### config.mk
export PLATFORM = sky130hd
export DESIGN_NAME = nvwu_top
export DESIGN_NICKNAME = d
export VERILOG_FILES = /design/src/rtl/nvwu_pkg.sv /design/src/rtl/nvwu_write_timer.sv /design/src/rtl/nvwu_top.sv
export SDC_FILE = /design/constraint.sdc
export NUM_CORES = 1
export LEC_CHECK = 0
export ABC_AREA = 1
export BUFFER_PORTS_ARGS = -buffer_cell sky130_fd_sc_hd__buf_2
export CAP_MARGIN = 40
export CORE_ASPECT_RATIO = 1.1
export CORE_MARGIN = 4
export CORE_UTILIZATION = 51
export DETAILED_ROUTE_END_ITERATION = 7
export GPL_ROUTABILITY_DRIVEN = 0
export PLACE_DENSITY = 0.8
export SLEW_MARGIN = 20
export SYNTH_ARGS = -nofsm -noshare
export SYNTH_HDL_FRONTEND = slang
export SYNTH_SLANG_ARGS = --single-unit
### constraint.sdc
create_clock -name aclk -period 1.55 [get_ports aclk]
set_clock_uncertainty 0.05 [all_clocks]
set_input_delay 0.155 -clock aclk [delete_from_list [all_inputs] [get_ports aclk]]
set_output_delay 0.155 -clock aclk [all_outputs]
set_load 0.03 [all_outputs]
### src/rtl/nvwu_pkg.sv
package nvwu_pkg;
  // Register byte offsets
  localparam logic [7:0] OFS_ADDR_LOW  = 8'h00;
  localparam logic [7:0] OFS_ADDR_HIGH = 8'h04;
  localparam logic [7:0] OFS_DATA_LOW  = 8'h08;
  localparam logic [7:0] OFS_DATA_HIGH = 8'h0c;
  localparam logic [7:0] OFS_CONTROL   = 8'h10;
  localparam logic [7:0] OFS_KEY       = 8'h14;
  localparam logic [7:0] OFS_STATUS    = 8'h18;
  localparam logic [7:0] OFS_IRQ_EN    = 8'h1c;
  // Control field positions
  localparam int BIT_READ   = 0;
  localparam int BIT_WRITE  = 1;
  localparam int BIT_PERMIT = 2;
  localparam int BIT_SPACE  = 7;
  // Status field positions
  localparam int BIT_DONE   = 0;
  localparam int BIT_STALL  = 1;
  // Unlock keys
  localparam logic [7:0] KEY_FIRST  = 8'h55;
  localparam logic [7:0] KEY_SECOND = 8'haa;
  // Reset values
  localparam logic [7:0] RST_BYTE = 8'h00;
  // Default write cycle length in clock cycles
  localparam int WRITE_CYCLES = 16;
  // AXI responses
  localparam logic [1:0] RESP_OKAY   = 2'b00;
  localparam logic [1:0] RESP_SLVERR = 2'b10;
  // Unlock detector states
  typedef enum logic [1:0] {
    UNL_IDLE  = 2'b00,
    UNL_FIRST = 2'b01,
    UNL_ARMED = 2'b11
  } nvwu_unlock_t;
endpackage

### src/rtl/nvwu_write_timer.sv
`timescale 1ns/1ns
`default_nettype none
module nvwu_write_timer #(
  parameter int CYCLES = 16
) (
  input  wire logic aclk,     // System clock
  input  wire logic aresetn,  // Sync reset, low
  input  wire logic start,    // Begin a write cycle
  output logic      busy,     // Write cycle running
  output logic      finish    // One-cycle end pulse
);
  localparam int CW = $clog2(CYCLES + 1);
  logic [CW-1:0] count_reg;

  // Count the write cycle down
  always_ff @(posedge aclk) begin
    if (!aresetn) begin
      count_reg <= '0;
      busy      <= 1'b0;
      finish    <= 1'b0;
    end else begin
      finish <= 1'b0;
      if (start && !busy) begin
        count_reg <= CW'(CYCLES - 1);
        busy      <= 1'b1;
      end else if (busy) begin
        if (count_reg == '0) begin
          busy   <= 1'b0;
          finish <= 1'b1;
        end else begin
          count_reg <= count_reg - 1'b1;
        end
      end
    end
  end
endmodule
`default_nettype wire

### src/rtl/nvwu_top.sv
// Notes on behaviour
// Byte write starts only after key 55h, key AAh, then trigger set.
// Write trigger cannot be set while write permit is clear.
// Write permit changes only by software writes, never by hardware.
// Clearing permit during a write does not abort that write.
// Write end clears write trigger and sets write done flag.
// Write done flag stays set until software clears it.
// Write done flag drives an interrupt when enabled, else polled.
// Software loads address and data before the unlock sequence.
// Software should mask interrupts during the unlock sequence.
// Software keeps write permit clear except while updating storage.
// Flash read: load addresses, select program space, set read trigger.
// Slot after read trigger runs; second slot ignored during read.
// Fetched word appears in data low and high next cycle.
// Data registers hold fetched word until next read or write.
// Software places two no-ops after a program-space read trigger.
// Write trigger set with program space selected clears at once.
// Read trigger set only by software; hardware clears it.
// Select bit clear targets data storage, set targets program Flash.
// Key writes and trigger write must be consecutive register writes.
// Fetch stalls exactly one slot; word latched at slot end.
`timescale 1ns/1ns
`default_nettype none
module nvwu_top #(
  parameter int WRITE_CYCLES = nvwu_pkg::WRITE_CYCLES
) (
  input  wire logic        aclk,          // System clock
  input  wire logic        aresetn,       // Sync reset, low
  input  wire logic [7:0]  s_awaddr,      // Write address
  input  wire logic        s_awvalid,     // Write address valid
  output logic             s_awready,     // Write address ready
  input  wire logic [31:0] s_wdata,       // Write data
  input  wire logic [3:0]  s_wstrb,       // Write strobes
  input  wire logic        s_wvalid,      // Write data valid
  output logic             s_wready,      // Write data ready
  output logic [1:0]       s_bresp,       // Write response
  output logic             s_bvalid,      // Write response valid
  input  wire logic        s_bready,      // Write response ready
  input  wire logic [7:0]  s_araddr,      // Read address
  input  wire logic        s_arvalid,     // Read address valid
  output logic             s_arready,     // Read address ready
  output logic [31:0]      s_rdata,       // Read data
  output logic [1:0]       s_rresp,       // Read response
  output logic             s_rvalid,      // Read data valid
  input  wire logic        s_rready,      // Read data ready
  output logic [7:0]       ee_addr,       // Data EEPROM address
  output logic [7:0]       ee_wdata,      // Data EEPROM byte
  output logic             ee_write,      // Data EEPROM write active
  output logic [15:0]      flash_addr,    // Program Flash address
  output logic             flash_rd,      // Program Flash read strobe
  input  wire logic [15:0] flash_rdata,   // Program Flash word
  output logic             fetch_stall,   // Core fetch stall
  output logic             write_done_irq // Write done interrupt
);
  logic [7:0]   nv_addr_low_reg;
  logic [7:0]   nv_addr_high_reg;
  logic [7:0]   nv_data_low_reg;
  logic [7:0]   nv_data_high_reg;
  logic         program_space_select_reg;
  logic         write_permit_reg;
  logic         write_trig_reg;
  logic         read_trig_reg;
  logic         write_done_flag_reg;
  logic         irq_en_reg;
  logic         stall_reg;
  nvwu_pkg::nvwu_unlock_t unl_reg;
  nvwu_pkg::nvwu_unlock_t unl_next;
  logic         aw_held;
  logic         w_held;
  logic [7:0]   aw_addr;
  logic [31:0]  w_data;
  logic [3:0]   w_strb;
  logic         wr_fire;
  logic         timer_busy;
  logic         timer_finish;
  logic         start_write;
  logic         wr_ctrl;
  logic         wr_key;
  logic         set_wr_req;
  logic         set_rd_req;

  // Write channel capture, either order
  always_ff @(posedge aclk) begin
    if (!aresetn) begin
      aw_held <= 1'b0;
      w_held  <= 1'b0;
      aw_addr <= 8'h00;
      w_data  <= 32'h0;
      w_strb  <= 4'h0;
    end else begin
      if (s_awvalid && s_awready) begin
        aw_held <= 1'b1;
        aw_addr <= s_awaddr;
      end else if (wr_fire) begin
        aw_held <= 1'b0;
      end
      if (s_wvalid && s_wready) begin
        w_held <= 1'b1;
        w_data <= s_wdata;
        w_strb <= s_wstrb;
      end else if (wr_fire) begin
        w_held <= 1'b0;
      end
    end
  end

  assign wr_fire = aw_held && w_held && !s_bvalid;

  // Ready and response flags
  always_ff @(posedge aclk) begin
    if (!aresetn) begin
      s_awready <= 1'b0;
      s_wready  <= 1'b0;
      s_bvalid  <= 1'b0;
      s_bresp   <= nvwu_pkg::RESP_OKAY;
    end else begin
      s_awready <= !aw_held && !(s_awvalid && s_awready) && !s_bvalid;
      s_wready  <= !w_held && !(s_wvalid && s_wready) && !s_bvalid;
      if (wr_fire) begin
        s_bvalid <= 1'b1;
        s_bresp  <= (aw_addr > nvwu_pkg::OFS_IRQ_EN || aw_addr[1:0] != 2'b00)
                    ? nvwu_pkg::RESP_SLVERR : nvwu_pkg::RESP_OKAY;
      end else if (s_bready) begin
        s_bvalid <= 1'b0;
      end
    end
  end

  // Decoded byte-lane writes
  assign wr_ctrl = wr_fire && w_strb[0] && aw_addr == nvwu_pkg::OFS_CONTROL;
  assign wr_key  = wr_fire && w_strb[0] && aw_addr == nvwu_pkg::OFS_KEY;
  assign set_wr_req = wr_ctrl && w_data[nvwu_pkg::BIT_WRITE];
  assign set_rd_req = wr_ctrl && w_data[nvwu_pkg::BIT_READ];

  // Unlock detector
  always_comb begin
    unl_next = unl_reg;
    if (wr_fire) begin
      unique case (unl_reg)
        nvwu_pkg::UNL_IDLE:
          unl_next = (wr_key && w_data[7:0] == nvwu_pkg::KEY_FIRST)
                     ? nvwu_pkg::UNL_FIRST : nvwu_pkg::UNL_IDLE;
        nvwu_pkg::UNL_FIRST:
          unl_next = (wr_key && w_data[7:0] == nvwu_pkg::KEY_SECOND)
                     ? nvwu_pkg::UNL_ARMED : nvwu_pkg::UNL_IDLE;
        nvwu_pkg::UNL_ARMED:
          unl_next = nvwu_pkg::UNL_IDLE;
        default:
          unl_next = nvwu_pkg::UNL_IDLE;
      endcase
    end
  end

  always_ff @(posedge aclk) begin
    if (!aresetn) unl_reg <= nvwu_pkg::UNL_IDLE;
    else          unl_reg <= unl_next;
  end

  // A write starts on armed trigger write in data space with permit
  assign start_write = set_wr_req && unl_reg == nvwu_pkg::UNL_ARMED
                       && write_permit_reg && !w_data[nvwu_pkg::BIT_SPACE]
                       && !write_trig_reg;

  nvwu_write_timer #(
    .CYCLES (WRITE_CYCLES)
  ) u_timer (
    .aclk    (aclk),
    .aresetn (aresetn),
    .start   (start_write),
    .busy    (timer_busy),
    .finish  (timer_finish)
  );

  // Control bits
  always_ff @(posedge aclk) begin
    if (!aresetn) begin
      program_space_select_reg <= 1'b0;
      write_permit_reg         <= 1'b0;
      write_trig_reg           <= 1'b0;
      read_trig_reg            <= 1'b0;
    end else begin
      if (wr_ctrl) begin
        program_space_select_reg <= w_data[nvwu_pkg::BIT_SPACE];
        write_permit_reg <= w_data[nvwu_pkg::BIT_PERMIT];
      end
      if (start_write)
        write_trig_reg <= 1'b1;
      else if (timer_finish)
        write_trig_reg <= 1'b0;
      // Read trigger lives one cycle, then clears itself
      if (set_rd_req)
        read_trig_reg <= 1'b1;
      else if (read_trig_reg)
        read_trig_reg <= 1'b0;
    end
  end

  // Write done flag, set wins over clear
  always_ff @(posedge aclk) begin
    if (!aresetn) begin
      write_done_flag_reg <= 1'b0;
      irq_en_reg          <= 1'b0;
    end else begin
      if (timer_finish)
        write_done_flag_reg <= 1'b1;
      else if (wr_fire && w_strb[0] && aw_addr == nvwu_pkg::OFS_STATUS
               && w_data[nvwu_pkg::BIT_DONE])
        write_done_flag_reg <= 1'b0;
      if (wr_fire && w_strb[0] && aw_addr == nvwu_pkg::OFS_IRQ_EN)
        irq_en_reg <= w_data[0];
    end
  end

  // Address and data registers, Flash word capture
  always_ff @(posedge aclk) begin
    if (!aresetn) begin
      nv_addr_low_reg  <= nvwu_pkg::RST_BYTE;
      nv_addr_high_reg <= nvwu_pkg::RST_BYTE;
      nv_data_low_reg  <= nvwu_pkg::RST_BYTE;
      nv_data_high_reg <= nvwu_pkg::RST_BYTE;
    end else begin
      if (wr_fire && w_strb[0] && aw_addr == nvwu_pkg::OFS_ADDR_LOW)
        nv_addr_low_reg <= w_data[7:0];
      if (wr_fire && w_strb[0] && aw_addr == nvwu_pkg::OFS_ADDR_HIGH)
        nv_addr_high_reg <= w_data[7:0];
      if (stall_reg) begin
        nv_data_low_reg  <= flash_rdata[7:0];
        nv_data_high_reg <= flash_rdata[15:8];
      end else begin
        if (wr_fire && w_strb[0] && aw_addr == nvwu_pkg::OFS_DATA_LOW)
          nv_data_low_reg <= w_data[7:0];
        if (wr_fire && w_strb[0] && aw_addr == nvwu_pkg::OFS_DATA_HIGH)
          nv_data_high_reg <= w_data[7:0];
      end
    end
  end

  // One stall slot after the slot following a program read trigger
  always_ff @(posedge aclk) begin
    if (!aresetn) begin
      stall_reg <= 1'b0;
      flash_rd  <= 1'b0;
    end else begin
      flash_rd  <= read_trig_reg && program_space_select_reg;
      stall_reg <= flash_rd;
    end
  end

  // Array-side outputs
  always_ff @(posedge aclk) begin
    if (!aresetn) begin
      ee_addr        <= 8'h00;
      ee_wdata       <= 8'h00;
      ee_write       <= 1'b0;
      flash_addr     <= 16'h0000;
      fetch_stall    <= 1'b0;
      write_done_irq <= 1'b0;
    end else begin
      ee_addr        <= nv_addr_low_reg;
      ee_wdata       <= nv_data_low_reg;
      ee_write       <= timer_busy;
      flash_addr     <= {nv_addr_high_reg, nv_addr_low_reg};
      fetch_stall    <= flash_rd;
      write_done_irq <= write_done_flag_reg && irq_en_reg;
    end
  end

  // Read channel
  always_ff @(posedge aclk) begin
    if (!aresetn) begin
      s_arready <= 1'b0;
      s_rvalid  <= 1'b0;
      s_rdata   <= 32'h0;
      s_rresp   <= nvwu_pkg::RESP_OKAY;
    end else begin
      s_arready <= !s_rvalid && !(s_arvalid && s_arready);
      if (s_arvalid && s_arready) begin
        s_rvalid <= 1'b1;
        s_rresp  <= nvwu_pkg::RESP_OKAY;
        unique case (s_araddr)
          nvwu_pkg::OFS_ADDR_LOW:  s_rdata <= {24'h0, nv_addr_low_reg};
          nvwu_pkg::OFS_ADDR_HIGH: s_rdata <= {24'h0, nv_addr_high_reg};
          nvwu_pkg::OFS_DATA_LOW:  s_rdata <= {24'h0, nv_data_low_reg};
          nvwu_pkg::OFS_DATA_HIGH: s_rdata <= {24'h0, nv_data_high_reg};
          nvwu_pkg::OFS_CONTROL:   s_rdata <= {24'h0,
              program_space_select_reg, 4'h0, write_permit_reg,
              write_trig_reg, read_trig_reg};
          nvwu_pkg::OFS_KEY:       s_rdata <= 32'h0;
          nvwu_pkg::OFS_STATUS:    s_rdata <= {30'h0, stall_reg,
              write_done_flag_reg};
          nvwu_pkg::OFS_IRQ_EN:    s_rdata <= {31'h0, irq_en_reg};
          default: begin
            s_rdata <= 32'h0;
            s_rresp <= nvwu_pkg::RESP_SLVERR;
          end
        endcase
      end else if (s_rready) begin
        s_rvalid <= 1'b0;
      end
    end
  end
endmodule
`default_nettype wire

Yosys cells after proc, flatten, opt, wreduce, memory -nomap -nowiden

Index checks and enable logic that the tools add are counted.

Output and inout bits: 77
Register bits: 143
Logic and storage cells: 149

Magnitude comparators: 1
$add $sub $neg: 1
Multiplexer cells: 29
Equal/unequal tests: 19
Bitwise logic cells: 3
Reductions and logical operators: 61

Operators by type and width:

| operator              | count |
|---|---|
| $eq A8 B5 Y1 const B  | 8 |
| $pmux W8 S7           | 1 |
| $eq A8 B4 Y1 const B  | 4 |
| $mux W8               | 4 |
| $logic_and A1 B1 Y1   | 31 |
| $reduce_bool A2 Y1    | 10 |
| $mux W1               | 17 |
| $eq A8 B3 Y1 const B  | 2 |
| $logic_not A8 Y1      | 2 |
| $mux W4               | 3 |
| $logic_not A1 Y1      | 10 |
| $eq A8 B7 Y1 const B  | 1 |
| $eq A8 B8 Y1 const B  | 1 |
| $gt A8 B5 Y1 const B  | 1 |
| $reduce_or A8 Y1      | 1 |
| $mux W2               | 3 |
| $logic_not A5 Y1      | 1 |
| $sub A5 B1 Y5 const B | 1 |
| $pmux W2 S2           | 1 |
| $reduce_and A2 Y1     | 2 |
| $not A1 Y1            | 3 |
| $reduce_or A3 Y1      | 1 |
| $eq A2 B1 Y1 const B  | 1 |
| $eq A2 B2 Y1 const B  | 1 |
| 4 further kinds       | 4 |

Logic depth before layout (Yosys ltp)

Depth after elaboration: 12
Gate-level depth with buffers: 11

By module

A second synthesis with hierarchy kept.

Cell total of the unflattened synthesis: 660
Area, all modules: 4864.7 µm²

By module, submodules not included:

| module           | cells each | area an instance (µm²) | sequential area each (µm²) | times used |
|---|---|---|---|---|
| nvwu_top         | 613        | 4528.1                 | 2042.0                     | 1 |
| nvwu_write_timer | 47         | 336.6                  | 140.1                      | 1 |

Worst setup path after synthesis

Ideal clock, no wire load.

Kind: register -> register
Start: reg, netlist name fetch_stall
End: reg nv_data_high_reg[7]
Arrival time: 1.378 ns
Setup slack: -0.010 ns
Buffers on the path: 2
Library setup time: 0.132 ns
Stages on the path, launching flop included: 8
Clock period less this slack: 1.560 ns
Cells stage by stage: dfxtp_1 > buf_4 > clkinv_1 > buf_2 > nand2_1 > nand2_1 > nand2_1 > a21oi_1

RTL lines:

| what                   | RTL line        | RTL |
|---|---|---|
| end signal: assignment | nvwu_top.sv:220 | `nv_data_high_reg <= nvwu_pkg::RST_BYTE;` |
| end signal: assignment | nvwu_top.sv:228 | `nv_data_high_reg <= flash_rdata[15:8];` |
| end signal: assignment | nvwu_top.sv:233 | `nv_data_high_reg <= w_data[7:0];` |
| end: declaration       | nvwu_top.sv:58  | `logic [7:0] nv_data_high_reg;` |

Worst setup path after layout

Start: reg aw_addr[6]
End: reg nv_data_low_reg[5]

Word-level cells in the longest chain between the ends: 3

Ends and longest elaborated chain:

| what                         | RTL line        | RTL |
|---|---|---|
| start: declaration           | nvwu_top.sv:70  | `logic [7:0] aw_addr;` |
| start signal: assignment     | nvwu_top.sv:93  | `aw_addr <= s_awaddr;` |
| $eq A8 B4 Y1                 | nvwu_top.sv:230 | `if (wr_fire && w_strb[0] && aw_addr == nvwu_pkg::OFS_DATA_LOW)` |
| $logic_and A1 B1 Y1          | nvwu_top.sv:230 |  |
| $reduce_bool A2 Y1 (no line) | n/a             |  |
| end signal: assignment       | nvwu_top.sv:219 | `nv_data_low_reg <= nvwu_pkg::RST_BYTE;` |
| end signal: assignment       | nvwu_top.sv:227 | `nv_data_low_reg <= flash_rdata[7:0];` |
| end signal: assignment       | nvwu_top.sv:231 | `nv_data_low_reg <= w_data[7:0];` |
| end: declaration             | nvwu_top.sv:57  | `logic [7:0] nv_data_low_reg;` |

Every way passes these cells.
A chain may end at the register's enable or synchronous reset.

==> impl_metrics.toml <==
[setup_path]
r2r_cells = 8
cp-start-kind = "flip-flop"
crit_fanout = 8
arrival_ns = 1.75
endpoint_kind = "flip-flop"
regToRegSetupSlack_ns = 0.07
critPathKind = "flip-flop to flip-flop"
r2r_start = "aw_addr[6]$_SDFFE_PN0P_"
r2r-end = "nv_data_low_reg[5]$_SDFFE_PN0P_"
required_ns = 1.82

[layout]
syn_to_final_growth_pct = 18.3
top_register = "flash_addr"
drive_gt1_share_pct = 21.1
fill_cells = 841
largest_reg_flops = 9
insertedDiodeCount = 0
finish.utilization_pct = 61.4
stdcell_count = 910
final_nets = 865

[floorplan]
io_pins = 152
die_height_microns = 110
initial_core_util_pct = 51.9
die-area_sq_um = 11100
die_w_microns = 101
placeableCoreArea_sq_um = 9310
rows = 37

[power_and_ir_drop]
power.density_nw_per_um2 = 881
vdd_ir_drop_max_mv = 0.674
p_int_mw = 3.63
comb_power_share_pct = 10.5
p_switching_mw = 1.41
power.leakage_nw = 2.94
power_frac_clock_pct = 31.6
swShare_pct = 28.0
pwr-share-seq_pct = 57.9

[timing]
max-slew-margin-rel_pct = 61.0
worst_pin_slew_ns = 0.585
setup_viol = 0
period_minus_slack_ns = 1.48
finalHoldViolCount = 0
fin_crit_sh_pct = 95.4
final.setup.tns_ns = 0
max_freq_ghz = 0.677
drv_slew = 0

[synth]
ys_seq_elements = 109
synth_area_leaders = "dfxtp_1, nand2_1, nor2_1"
yosysSeqAreaShare_pct = 45.2
syn_inst = 675
synth_top_cell_by_area = "dfxtp_1"
yosys_warnings = 0
syn_area_sq_um = 4830
synth_edf_count = 0
synth_ff_type = "dfxtp_1"
avgSynthCellArea_sq_um = 7.16
yosysTopAreaCellShare_pct = 45.2
yosysUniqueCellTypes = 33
netlist_top_cells_count = "nand2_1, dfxtp_1, nor2_1"
synth_most_common_cell = "nand2_1"
async_flop_share_pct = 0

[clock_network]
clk_latency_ns = 0.38
clockBufferDepth = 2
cts_buffers = 9
clk_pin_slew_ns = 0.10
cts_tree = "built"
clock-root-buffer = "clkbuf_8"
h-tree-depth = 3
cts.sinks = 109

[placed_design]
place_inst = 876
place_hpwl_microns = 8770
portBuffers = 98

[global_route]
grt_max_degree = 67
grt_pass1_wl_microns = 18300
grt_overflow = 0
grt_usage_pct = 20.9
grt_pass1_vias = 4117
antenna_found_initial = 0

[job]
drv_cap = 0

[detailed_routing]
wire_per_inst_microns = 12.9
drtPass1Iterations = 5
antenna_left = 0
vias = 4548
vias_per_cell = 5.00
routed_wl_microns = 11700
drc = 0
first_iter_violations = 219

[worst_hold_path]
worstHoldPathType = "primary input to flip-flop"
worstHoldStart = "s_wdata[2]"
hold_end = "w_data[2]$_SDFFE_PN0P_"
holdPathStages = 3

[status]
outcome = "finished clean"
==> timing repair <==
item	in CTS	in global routing
endpoints found under the hold margin	13	0
gates resized for setup	0	18
endpoints found under the setup margin	0	23
hold buffers	13	0
setup buffers	0	5
==> placed cells by master (no fill, tap or decap), types with 4 or more instances in the layout <==
master	n
nand2_1	178
dfxtp_1	102
buf_2	98
nor2_1	83
inv_1	67
nand3_1	48
a21oi_1	41
o21ai_0	38
conb_1	26
buf_4	17
dlygate4sd3_1	13
clkbuf_8	9
nand4_1	7
nor2_2	7
nor3_1	6
dfxtp_2	6
nor2_4	5
inv_2	4
o21ai_1	4
==> metrics by stage <==
stage	power (mW)	setup slack, ns	area (sq um)	hold WS (ns)
after floorplan	3.34	0.105	4930	0.210
after global placement	3.43	0.106	5330	0.303
after detailed placement	3.45	0.0376	5330	0.308
after CTS	5.03	0.0268	5640	0.00793
after global routing	5.24	-0.00205	5720	0.0267
final	5.04	0.0719	5720	0.000000500
==> kinds of logic after synthesis <==
kind of cell    count (synthesis)  synth area share (%)
fa+ha+maj                       2                 0.518
other cells                     1                0.0776
simple gates                  351                  32.2
buf+inv                       126                  12.9
compound gates                 84                  8.75
xor+xnor                        2                 0.363
flops                         109                  45.2
==> final cells by class <==
cell class                      instances  area, sq um  area share [%]
Clock buffer                           10          128            2.23
Clock inverter                          6         45.0           0.788
Inverter                               73          274            4.79
Multi-Input combinational cell        465         2140            37.5
Sequential cell                       109         2190            38.4
Tap cell                              117          146            2.56
Timing Repair Buffer                  130          788            13.8
==> critical path, cell delays in order (launching register included) <==
cell	delay, ns
dfxtp_1	0.33
nor2_2	0.15
nand2_2	0.09
nor2_4	0.17
buf_4	0.14
nand3_4	0.12
nand2_4	0.14
nand2_1	0.07
a21oi_1	0.14
==> worst max-delay path by stage <==
| stage | slack [ns] | from | to | cells past startpoint |
|---|---|---|---|---|
| 2_1_floorplan | 0.11 | s_bvalid$_SDFFE_PN0P_ | nv_addr_high_reg[0]$_SDFFE_PN0P_ | 6 |
| 3_3_place_gp | 0.11 | aw_addr[7]$_SDFFE_PN0P_ | nv_addr_low_reg[7]$_SDFFE_PN0P_ | 8 |
| 3_5_place_dp | 0.04 | u_timer.count_reg[0]$_SDFFE_PN0P_ | u_timer.count_reg[4]$_SDFFE_PP0P_ | 8 |
| 4_1_cts | 0.03 | u_timer.count_reg[0]$_SDFFE_PN0P_ | u_timer.count_reg[4]$_SDFFE_PP0P_ | 8 |
| 5_1_grt | -0.002 | w_data[7]$_SDFFE_PN0P_ | u_timer.count_reg[3]$_SDFFE_PN0P_ | 7 |
| 6_report | 0.07 | aw_addr[6]$_SDFFE_PN0P_ | nv_data_low_reg[5]$_SDFFE_PN0P_ | 8 |
==> routing by layer <==
layer | vias up | wire, microns | global-route usage (%)
met1 | 2049 | 4590 | 23.4
met5 | - | 0 | 0
li1 | 2292 | - | -
met3 | 39 | 780 | 3.71
met2 | 168 | 5860 | 37.1
met4 | 0 | 501 | 12.1
==> power by group through the flow <==
stage	logic [mW]	registers [mW]	clock network, mW
4_1_cts	0.502	2.91	1.62
3_3_place_gp	0.462	2.97	0
2_1_floorplan	0.360	2.98	0
6_report	0.530	2.92	1.59
3_5_place_dp	0.475	2.98	0
5_1_grt	0.583	2.92	1.73
Note: power is estimated with default switching activity, not from simulation.
